File: src/shared/pmpfgr_defines.svh
`ifndef PMPFGR_DEFINES_SVH
`define PMPFGR_DEFINES_SVH

// ==========================================================
// configuration space offsets
`define PMPFGR_OFS_POLICY_STATUS 8'ha4
`define PMPFGR_OFS_GPI_ROUTING 8'hb8

// ==========================================================
// power fail policy and status field positions
`define PMPFGR_BIT_CLK_LOST 2
`define PMPFGR_BIT_TRICKLE_FAIL 1
`define PMPFGR_BIT_RESTORE_POLICY 0

// ==========================================================
// reset values
`define PMPFGR_RST_POLICY_STATUS 8'h00
`define PMPFGR_RST_GPI_ROUTING 32'h0000_0000
`define PMPFGR_RST_CLK_LOST 1'b1
`define PMPFGR_RST_TRICKLE_FAIL 1'b0
`define PMPFGR_RST_RESTORE_POLICY 1'b0

// ==========================================================
// routing field layout
`define PMPFGR_ROUTE_FIELD_W 2
`define PMPFGR_ROUTE_IMPL_MASK 32'h0fcf_fc0f

`endif

File: src/shared/pmpfgr_pkg.sv
package pmpfgr_pkg;

  // ==========================================================
  // routing field encoding
  typedef enum logic [1:0]
  {
    ROUTE_NONE = 2'h0,
    ROUTE_MGMT = 2'h1,
    ROUTE_ACPI = 2'h2,
    ROUTE_RSVD = 2'h3
  } pmpfgr_route_type;

  // ==========================================================
  // state chosen when power comes back
  typedef enum logic [1:0]
  {
    PWR_S0 = 2'h0,
    PWR_S4 = 2'h1,
    PWR_S5 = 2'h2
  } pmpfgr_pwr_state_type;

  // ==========================================================
  // power restore tracking, one-hot
  typedef enum logic [2:0]
  {
    PR_RUN = 3'h1,
    PR_SOFT_OFF = 3'h2,
    PR_HIBERNATE = 3'h4
  } pmpfgr_restore_fsm_type;

endpackage

File: src/rtl/pmpfgr_sync.sv
module pmpfgr_sync #(
  parameter int WIDTH = 1,
  parameter logic RESET_VAL = 1'b0
) (
  input wire logic clock_i,
  input wire logic arst_n_i,
  input wire logic [WIDTH-1:0] d_i,
  output logic [WIDTH-1:0] q_o
);
  logic [WIDTH-1:0] stage1_reg;
  logic [WIDTH-1:0] stage2_reg;

  // ==========================================================
  // two flops, first one feeds only the second
  always_ff @(posedge clock_i or negedge arst_n_i)
  begin
    if (!arst_n_i)
    begin
      stage1_reg <= {WIDTH{RESET_VAL}};
      stage2_reg <= {WIDTH{RESET_VAL}};
    end
    else
    begin
      stage1_reg <= d_i;
      stage2_reg <= stage1_reg;
    end
  end

  assign q_o = stage2_reg;
endmodule

File: src/rtl/pmpfgr_route_lane.sv
module pmpfgr_route_lane #(
  parameter bit IMPLEMENTED = 1'b1
) (
  input wire logic clock_i,
  input wire logic arst_n_i,
  input wire pmpfgr_pkg::pmpfgr_route_type route_i,
  input wire logic flag_i,
  input wire logic enable_i,
  input wire logic is_input_i,
  input wire logic sleeping_i,
  output logic mgmt_req_o,
  output logic acpi_req_o,
  output logic wake_req_o
);
  import pmpfgr_pkg::*;

  logic flag_prev_reg;
  logic flag_rise;
  logic live;

  // ==========================================================
  // remember the flag to see it become set
  always_ff @(posedge clock_i or negedge arst_n_i)
  begin
    if (!arst_n_i)
      flag_prev_reg <= 1'b0;
    else
      flag_prev_reg <= flag_i;
  end

  // event only for implemented inputs configured as input
  // flag becomes set
  assign flag_rise = flag_i && !flag_prev_reg;
  assign live = IMPLEMENTED && is_input_i && flag_rise && enable_i;
  assign mgmt_req_o = live && (route_i == ROUTE_MGMT);
  assign acpi_req_o = live && (route_i == ROUTE_ACPI);
  assign wake_req_o = live && sleeping_i;
endmodule

File: src/rtl/pmpfgr_top.sv
`include "pmpfgr_defines.svh"

module pmpfgr_top #(
  parameter int GPI_COUNT = 16
) (
  input wire logic clock_i,
  input wire logic arst_n_i,
  input wire logic battery_well_reset_n_i,
  input wire logic trickle_fail_i,
  input wire logic [7:0] cfg_addr_i,
  input wire logic [3:0] cfg_be_i,
  input wire logic cfg_wr_i,
  input wire logic cfg_rd_i,
  input wire logic [31:0] cfg_wdata_i,
  output logic [31:0] cfg_rdata_o,
  output logic cfg_ack_o,
  input wire logic reset_port_write_i,
  input wire logic power_restored_i,
  input wire logic was_in_s4_i,
  input wire logic power_button_event_i,
  input wire logic preserved_wake_event_i,
  input wire logic other_wake_event_i,
  input wire logic [GPI_COUNT-1:0] gp_input_event_flag_i,
  input wire logic [GPI_COUNT-1:0] group1_event_enable_i,
  input wire logic [GPI_COUNT-1:0] gpio_is_input_i,
  input wire logic sleeping_i,
  output logic mgmt_interrupt_n_o,
  output logic acpi_ctrl_int_o,
  output logic wake_request_o,
  output logic resume_well_reset_n_o,
  output pmpfgr_pkg::pmpfgr_pwr_state_type restore_target_o,
  output logic restore_done_o
);
  import pmpfgr_pkg::*;

  // ==========================================================
  // elaboration check
  generate
    if (GPI_COUNT != 16)
    begin : g_bad_count
      $error("routing register serves exactly sixteen inputs");
    end
  endgenerate

  // ==========================================================
  // helpers
  function automatic pmpfgr_route_type route_field(input logic [31:0] word, input int n);
    route_field = pmpfgr_route_type'(word[2*n +: `PMPFGR_ROUTE_FIELD_W]);
  endfunction

  function automatic logic [31:0] lane_mask(input logic [3:0] be);
    lane_mask = {{8{be[3]}}, {8{be[2]}}, {8{be[1]}}, {8{be[0]}}};
  endfunction

  // ==========================================================
  // declarations
  logic bw_rst_n;
  logic trickle_sync;
  logic clk_lost_reg;
  logic clk_lost_next;
  logic trickle_reg;
  logic trickle_next;
  logic policy_reg;
  logic policy_next;
  logic [31:0] route_reg;
  logic [31:0] route_next;
  logic [31:0] rdata_next;
  logic [31:0] wmask;
  logic status_hit;
  logic route_hit;
  logic status_wr;
  logic route_wr;
  logic [GPI_COUNT-1:0] lane_mgmt;
  logic [GPI_COUNT-1:0] lane_acpi;
  logic [GPI_COUNT-1:0] lane_wake;
  pmpfgr_restore_fsm_type state_reg;
  pmpfgr_restore_fsm_type state_next;
  pmpfgr_pwr_state_type target_next;
  logic wake_any;
  logic wake_accepted;

  // ==========================================================
  // battery well reset: async assert, synchronous release
  pmpfgr_sync #(
    .WIDTH(1),
    .RESET_VAL(1'b0)
  ) u_bw_rst_sync (
    .clock_i(clock_i),
    .arst_n_i(battery_well_reset_n_i),
    .d_i(1'b1),
    .q_o(bw_rst_n)
  );

  // trickle failure pin into the clock domain
  pmpfgr_sync #(
    .WIDTH(1),
    .RESET_VAL(1'b0)
  ) u_trickle_sync (
    .clock_i(clock_i),
    .arst_n_i(arst_n_i),
    .d_i(trickle_fail_i),
    .q_o(trickle_sync)
  );

  // ==========================================================
  // config access decode
  assign status_hit = (cfg_addr_i[7:2] == 6'(`PMPFGR_OFS_POLICY_STATUS >> 2));
  assign route_hit = (cfg_addr_i[7:2] == 6'(`PMPFGR_OFS_GPI_ROUTING >> 2));
  assign status_wr = cfg_wr_i && status_hit && cfg_be_i[0];
  assign route_wr = cfg_wr_i && route_hit;
  assign wmask = lane_mask(cfg_be_i);

  // ==========================================================
  // battery well status next values
  // write zero clears, else hold
  assign clk_lost_next = (status_wr && !cfg_wdata_i[`PMPFGR_BIT_CLK_LOST]) ? 1'b0 : clk_lost_reg;
  // failure sets, set beats the clear
  assign trickle_next = trickle_sync ? 1'b1 :
                        (status_wr && cfg_wdata_i[`PMPFGR_BIT_TRICKLE_FAIL]) ? 1'b0 : trickle_reg;
  // reset port write clears the policy
  assign policy_next = reset_port_write_i ? 1'b0 :
                       status_wr ? cfg_wdata_i[`PMPFGR_BIT_RESTORE_POLICY] : policy_reg;

  // ==========================================================
  // battery well flops, only the battery reset touches them
  // reset low forces lost flag set
  always_ff @(posedge clock_i or negedge bw_rst_n)
  begin
    if (!bw_rst_n)
    begin
      clk_lost_reg <= `PMPFGR_RST_CLK_LOST;
      trickle_reg <= `PMPFGR_RST_TRICKLE_FAIL;
      policy_reg <= `PMPFGR_RST_RESTORE_POLICY;
    end
    else
    begin
      clk_lost_reg <= clk_lost_next;
      trickle_reg <= trickle_next;
      policy_reg <= policy_next;
    end
  end

  // ==========================================================
  // routing register in the resume well
  // unimplemented fields never store
  assign route_next = route_wr ?
                      ((route_reg & ~wmask) | (cfg_wdata_i & wmask)) & `PMPFGR_ROUTE_IMPL_MASK :
                      route_reg;

  always_ff @(posedge clock_i or negedge arst_n_i)
  begin
    if (!arst_n_i)
      route_reg <= `PMPFGR_RST_GPI_ROUTING;
    else
      route_reg <= route_next;
  end

  // ==========================================================
  // read data, unmapped reads return zero
  // reserved bits read zero
  assign rdata_next = status_hit ? {29'h0000_0000, clk_lost_reg, trickle_reg, policy_reg} :
                      route_hit ? route_reg : 32'h0000_0000;

  always_ff @(posedge clock_i or negedge arst_n_i)
  begin
    if (!arst_n_i)
    begin
      cfg_rdata_o <= 32'h0000_0000;
      cfg_ack_o <= 1'b0;
    end
    else
    begin
      cfg_rdata_o <= cfg_rd_i ? rdata_next : cfg_rdata_o;
      cfg_ack_o <= cfg_rd_i || cfg_wr_i;
    end
  end

  // ==========================================================
  // one lane per input
  // field n at bits 2n+1:2n
  genvar gi;
  generate
    for (gi = 0; gi < GPI_COUNT; gi++)
    begin : g_lane
      pmpfgr_route_lane #(
        .IMPLEMENTED(1'((`PMPFGR_ROUTE_IMPL_MASK >> (2 * gi)) & 32'h1))
      ) u_lane (
        .clock_i(clock_i),
        .arst_n_i(arst_n_i),
        .route_i(route_field(route_reg, gi)),
        .flag_i(gp_input_event_flag_i[gi]),
        .enable_i(group1_event_enable_i[gi]),
        .is_input_i(gpio_is_input_i[gi]),
        .sleeping_i(sleeping_i),
        .mgmt_req_o(lane_mgmt[gi]),
        .acpi_req_o(lane_acpi[gi]),
        .wake_req_o(lane_wake[gi])
      );
    end
  endgenerate

  // ==========================================================
  // power restore tracking
  // restored soft-off narrows wake sources
  assign wake_any = power_button_event_i || preserved_wake_event_i;
  assign wake_accepted = (state_reg == PR_SOFT_OFF) ? wake_any :
                         (wake_any || other_wake_event_i || (|lane_wake));

  always_comb
  begin
    state_next = state_reg;
    target_next = restore_target_o;
    case (state_reg)
      PR_RUN, PR_SOFT_OFF, PR_HIBERNATE:
      begin
        if (power_restored_i)
        begin
          if (!policy_reg)
          begin
            state_next = PR_RUN;
            target_next = PWR_S0;
          end
          // policy one: S4 stays S4, else soft-off
          else if (was_in_s4_i)
          begin
            state_next = PR_HIBERNATE;
            target_next = PWR_S4;
          end
          else
          begin
            state_next = PR_SOFT_OFF;
            target_next = PWR_S5;
          end
        end
        else if (wake_accepted && (state_reg != PR_RUN))
        begin
          state_next = PR_RUN;
          target_next = PWR_S0;
        end
      end
      default:
      begin
        state_next = PR_RUN;
        target_next = PWR_S0;
      end
    endcase
  end

  always_ff @(posedge clock_i or negedge arst_n_i)
  begin
    if (!arst_n_i)
    begin
      state_reg <= PR_RUN;
      restore_target_o <= PWR_S0;
      restore_done_o <= 1'b0;
    end
    else
    begin
      state_reg <= state_next;
      restore_target_o <= target_next;
      restore_done_o <= power_restored_i;
    end
  end

  // ==========================================================
  // interrupt, wake and resume reset outputs
  // management active low, acpi active high
  always_ff @(posedge clock_i or negedge arst_n_i)
  begin
    if (!arst_n_i)
    begin
      mgmt_interrupt_n_o <= 1'b1;
      acpi_ctrl_int_o <= 1'b0;
      wake_request_o <= 1'b0;
      resume_well_reset_n_o <= 1'b0;
    end
    else
    begin
      mgmt_interrupt_n_o <= ~(|lane_mgmt);
      acpi_ctrl_int_o <= |lane_acpi;
      wake_request_o <= wake_accepted && !power_restored_i;
      resume_well_reset_n_o <= ~trickle_sync;
    end
  end
endmodule

File: config.mk
export PLATFORM = sky130hd
export DESIGN_NAME = pmpfgr_top
export DESIGN_NICKNAME = d
export VERILOG_FILES = /design/src/shared/pmpfgr_pkg.sv /design/src/rtl/pmpfgr_sync.sv /design/src/rtl/pmpfgr_route_lane.sv /design/src/rtl/pmpfgr_top.sv
export VERILOG_INCLUDE_DIRS = /design/src /design/src/shared
export SDC_FILE = /design/constraint.sdc
export NUM_CORES = 1
export LEC_CHECK = 0
export BUFFER_PORTS_ARGS = -buffer_cell sky130_fd_sc_hd__buf_4
export CAP_MARGIN = 20
export CORE_MARGIN = 2
export CORE_UTILIZATION = 51
export CTS_BUF_LIST = sky130_fd_sc_hd__clkbuf_8
export DETAILED_ROUTE_END_ITERATION = 10
export PLACE_DENSITY = 0.91
export SETUP_SLACK_MARGIN = 0.15
export SLEW_MARGIN = 20
export SYNTH_ARGS = -nofsm -noshare
export SYNTH_HDL_FRONTEND = slang
export SYNTH_SLANG_ARGS = --single-unit
File: constraint.sdc
create_clock -name clock_i -period 1.3 [get_ports clock_i]
set_clock_uncertainty 0.2 [all_clocks]
set_input_delay 0.065 -clock clock_i [delete_from_list [all_inputs] [get_ports clock_i]]
set_output_delay 0.065 -clock clock_i [all_outputs]
set_load 0.03 [all_outputs]
======== After elaboration in Yosys (flattened, before gate mapping) ========
Index checks and enable logic that the tools add are counted.
storage, ports and cells
  register bits ........................... 80
  input port bits ......................... 105
  logic and storage cells ................. 166
operators by class
  eq/ne operators ......................... 27
  multiplexer cells ....................... 17
  bitwise operators ....................... 6
  reduce and logical (&&, ||, !) cells .... 89
operators with widths
  kind                count
  $logic_and 1x1->1   67
  $and 28x28->28      2
  $mux 28             2
  $reduce_or 10->1    3
  $not 28->28         1
  $or 28x28->28       1
  $eq 2x1->1 const B  10
  $eq 2x2->1 const B  10
  $mux 3              5
  $eq 6x6->1 const B  2
  $logic_not 1->1     12
  $mux 2              5
  $mux 1              5
  $logic_or 1x1->1    4
  $reduce_bool 2->1   2
  $eq 3x1->1 const B  1
  $eq 3x2->1 const B  1
  $eq 3x3->1 const B  1
  $ne 3x1->1 const B  1
  $ne 3x3->1 const B  1
  $reduce_or 3->1     1
  $not 1->1           2

======== Longest topological paths before layout ========
  word-level depth ........................ 12
  gate-level depth with buffers ........... 5
  depth with buffers taken out ............ 4

======== Cells and area by module ========
Synthesis repeated with hierarchy kept, for this count alone.
unflattened totals
  cell total of the unflattened synthesis .. 302
  area total of the unflattened synthesis .. 3,472.1 sq um
by module, submodules not included
  module                                     times used  cells an instance  area each (sq um)
  pmpfgr_top                                 1           214                2,401.1
  pmpfgr_route_lane (g_lane[0].u_lane ...)   10          6                  81.3
  pmpfgr_route_lane (g_lane[10].u_lane ...)  6           4                  26.3
  pmpfgr_sync                                2           2                  50.0

======== Worst setup path before layout ========
No wires, ideal clock.
  kind .................................... register -> register
  from .................................... register with a tool-made name
  to ...................................... register mgmt_interrupt_n_o
  setup time .............................. 0.097 ns
  arrival time ............................ 1.218 ns
  required time ........................... 1.003 ns
  setup slack ............................. -0.215 ns
  cell stages (with the launch flop) ...... 4
  path buffers ............................ 0
  period minus slack after synthesis ...... 1.515 ns
  path through ............................ dfrtp_1 -> nor3b_1 -> or4_1 -> nor4_1
RTL lines
  item                  RTL line           text
  to (signal assigned)  pmpfgr_top.sv:279  mgmt_interrupt_n_o <= ~(|lane_mgmt);
  to (decl)             pmpfgr_top.sv:27   output logic mgmt_interrupt_n_o,

======== Final worst setup path ========
  from .................................... register g_lane[8].u_lane.flag_prev_reg
  to ...................................... register mgmt_interrupt_n_o
on the way
  word-level cells in the longest chain between the ends .. 7
ends and longest elaborated chain
  item                            RTL line                 text
  from (decl)                     pmpfgr_route_lane.sv:17  logic flag_prev_reg;
  from (signal assigned)          pmpfgr_route_lane.sv:28  flag_prev_reg <= flag_i;
  $logic_not 1->1                 pmpfgr_route_lane.sv:33  assign flag_rise = flag_i && !flag_prev_reg;
  $logic_and 1x1->1               pmpfgr_route_lane.sv:33
  $logic_and 1x1->1 (2 in a row)  pmpfgr_route_lane.sv:34  assign live = IMPLEMENTED && is_input_i && flag_rise && enable_i;
  $logic_and 1x1->1               pmpfgr_route_lane.sv:35  assign mgmt_req_o = live && (route_i == ROUTE_MGMT);
  $reduce_or 10->1                pmpfgr_top.sv:279
  $not 1->1                       pmpfgr_top.sv:279
No other way between the ends.
A chain may end at the register's enable or synchronous reset.

==> results.tsv <==
metric	value	unit
CTS tree	built	
post-route ant nets	0	
R2R Path End	mgmt_interrupt_n_o$_DFF_PN1_	
Slew Limit Fails	0	
top cells by area, synth	dfrtp_1 (55%), mux2_2 (7.8%), nor3b_1 (5.5%), nand3_1 (3.8%), buf_4 (3.6%)	
number of DRC markers in iteration 0	465	
failing checks	hold timing, setup timing	
total power draw	5.14	mW
IO Count	145	
first-pass GRT wire length	16300	µm
Yosys reg bits	66	
antenna cells	0	
Req. time, crit path	1360	ps
Netlist cell types	37	
Die X-Extent	79.2	µm
nets	553	
Mean Syn Cell Area	11.4	µm²
Leak	2.38	nW
crit end category	flop	
DRC errors left	0	
Longest Clk Path Bufs	2	
Top FF cell, synth	dfrtp_1	
total placed instance area	4040	µm²
initial antenna violation count	0	
Finish-stage setup viols	8	
register area share after synthesis	57.4	%
Starting Density	52.7	%
synth warn	0	
gr usage total	35.7	%
Max-slew headroom	50.1	%
pre-CTS WS	-327	ps
RSZ-0062 raised after global routing	yes	
Initial DRT Pass Iterations	6	
Die Span Y	79.2	µm
# port buffers	100	
outcome	complete, but fails checks	
Yosys top cell by area	dfrtp_1	
Reg clk slew, reported paths	80	ps
Worst Path Arrival	1940	ps
Max Clock Freq	532	MHz
min Tclk post-route	1880	ps
clock sink count	66	
CP startpoint kind	flop	
area delta synth->final	77.3	%
worst skew pair latency	360	ps
root buf cell	clkbuf_8	
crit-path max cell delay	720	ps
number of synthesized flops with an enable pin	0	
fin crit share	145	%
post-route setup slack	-579	ps
CTS hold repair buffers	41	
Worst path slowest cell	nor3b_1	
routability cong.	0.852	
share of the synthesized area in the top cell type	54.7	%
crit-path cells	nand4b_1 > nor3b_1 > nor4_4	
Total Routed Length	13700	µm
routed vias/inst	6.26	
Via Count	3287	
WS Path Type	flop to flop	
WL per Instance	26.0	µm
CTS Buf Count	9	
ratio of cells with drive above 1 in the final layout	51.0	%
hold crit path type	input port to asynchronous set/reset pin	
remaining global-route overflow	0	
Mapped Area	2880	µm²
row count	27	
PD cells	1000	nW/µm²
FF-to-FF setup slack	-580	ps
peak supply drop	1050	µV
R2R Path Start	g_lane[8].u_lane.flag_prev_reg$_DFF_PN0_	
ys async rst share	100	%
fin area	5110	µm²
setup TNS	-2350	ps
Post-Synthesis Cells	253	
maximum capacitance violations	0	
vias in the first global route	3109	
H-tree depth	3	
die area	6270	µm²
Hold Vio Cnt, Final	32	
Hold WS	-64.0	ps
r2r worst-path depth	3	
core area	5470	µm²
fillcell total	157	
largest net degree at the start of global routing	42	
HPWL after DPL	6000	µm
Worst Tran Pin Value	747	ps
most frequent cell after synthesis	dfrtp_1	
top cells by count, synth	dfrtp_1 (63), nand3_1 (22), nor3b_1 (21)	
worst-path maximum fanout	3	
-- cell families after synthesis --
family	synth area share (%)
AO/OA/AOI/OAI	6.73
XOR/XNOR	0.608
buffers and inverters	7.20
flip-flops	57.4
multiplexers	8.16
other	0.261
AND/OR/NAND/NOR	19.6
-- layer usage --
| layer | track usage [%] | part of all wire, % | vias up |
|---|---|---|---|
| li1 | - | - | 1261 |
| met1 | 39.4 | 33 | 1550 |
| met2 | 63.7 | 48 | 355 |
| met3 | 6.93 | 10 | 121 |
| met4 | 20.5 | 9.2 | 0 |
| met5 | 0 | 0 | - |
-- per-stage QoR --
stage               std cells  util [%]
finish                    525      93.4
global route              525      93.4
CTS                       514      88.8
floorplan                 264         -
detailed placement        452      73.8
global placement          452      73.8
-- final cells by class --
class | instances | area, µm² | share of cell area [%]
Clock buffer | 10 | 138 | 2.69
Timing Repair Buffer | 194 | 1720 | 33.7
Clock inverter | 6 | 90.1 | 1.76
Tap cell | 72 | 90.1 | 1.76
Inverter | 20 | 77.6 | 1.52
Multi-Input combinational cell | 157 | 1340 | 26.2
Sequential cell | 66 | 1660 | 32.4
-- how the worst max path moves through the flow --
stage | slack [ps] | start | to
2_1_floorplan | -210 | flop | mgmt_interrupt_n_o$_DFF_PN1_
6_report | -580 | g_lane[8].u_lane.flag_prev_reg$_DFF_PN0_ | mgmt_interrupt_n_o$_DFF_PN1_
5_1_grt | -570 | g_lane[8].u_lane.flag_prev_reg$_DFF_PN0_ | mgmt_interrupt_n_o$_DFF_PN1_
4_1_cts | -330 | g_lane[12].u_lane.flag_prev_reg$_DFF_PN0_ | mgmt_interrupt_n_o$_DFF_PN1_
3_3_place_gp | -220 | flop | mgmt_interrupt_n_o$_DFF_PN1_
3_5_place_dp | -330 | g_lane[11].u_lane.flag_prev_reg$_DFF_PN0_ | mgmt_interrupt_n_o$_DFF_PN1_
-- layout by cell type (no fill, tap or decap), drive strengths merged --
| master | instances |
|---|---|
| a22o | 1 |
| o22ai | 1 |
| nor2 | 10 |
| o31ai | 1 |
| nor3b | 21 |
| a21boi | 1 |
| conb | 13 |
| o32ai | 2 |
| nand3 | 22 |
| clkbuf | 10 |
| nor2b | 1 |
| dlygate4sd3 | 40 |
| or4 | 2 |
| mux2 | 20 |
| a21oi | 3 |
| and3 | 1 |
| bufinv | 2 |
| clkinvlp | 4 |
| nand2b | 1 |
| nor3 | 4 |
| dfrtp | 63 |
| nand2 | 5 |
| nand4 | 2 |
| nand3b | 1 |
| nor4 | 7 |
| o21ai | 19 |
| buf | 153 |
| dlymetal6s4s | 1 |
| a22oi | 3 |
| nand4b | 10 |
| mux2i | 1 |
| a31oi | 1 |
| dfstp | 3 |
| or2 | 1 |
| inv | 20 |
| a21o | 1 |
| xnor2 | 2 |
-- timing repair --
action | CTS | global route
setup endpoints to repair | 39 | 63
gates resized for setup | 36 | 40
pin swaps | 1 | 11
buffers inserted | 5 | 11
hold endpoints to repair | 117 | 28
-- power by group --
part | total (mW) | switching [mW] | internal [mW]
Combinational | 0.857 | 0.408 | 0.449
Sequential | 2.23 | 0.0877 | 2.15
Clock | 2.05 | 0.914 | 1.13
-- critical path, delay by kind of cell (launching register included) --
family,cells,cell delay (ps)
and+or+nand+nor,3,1190
DFF,1,390
Power figures use the tool's default switching activity.
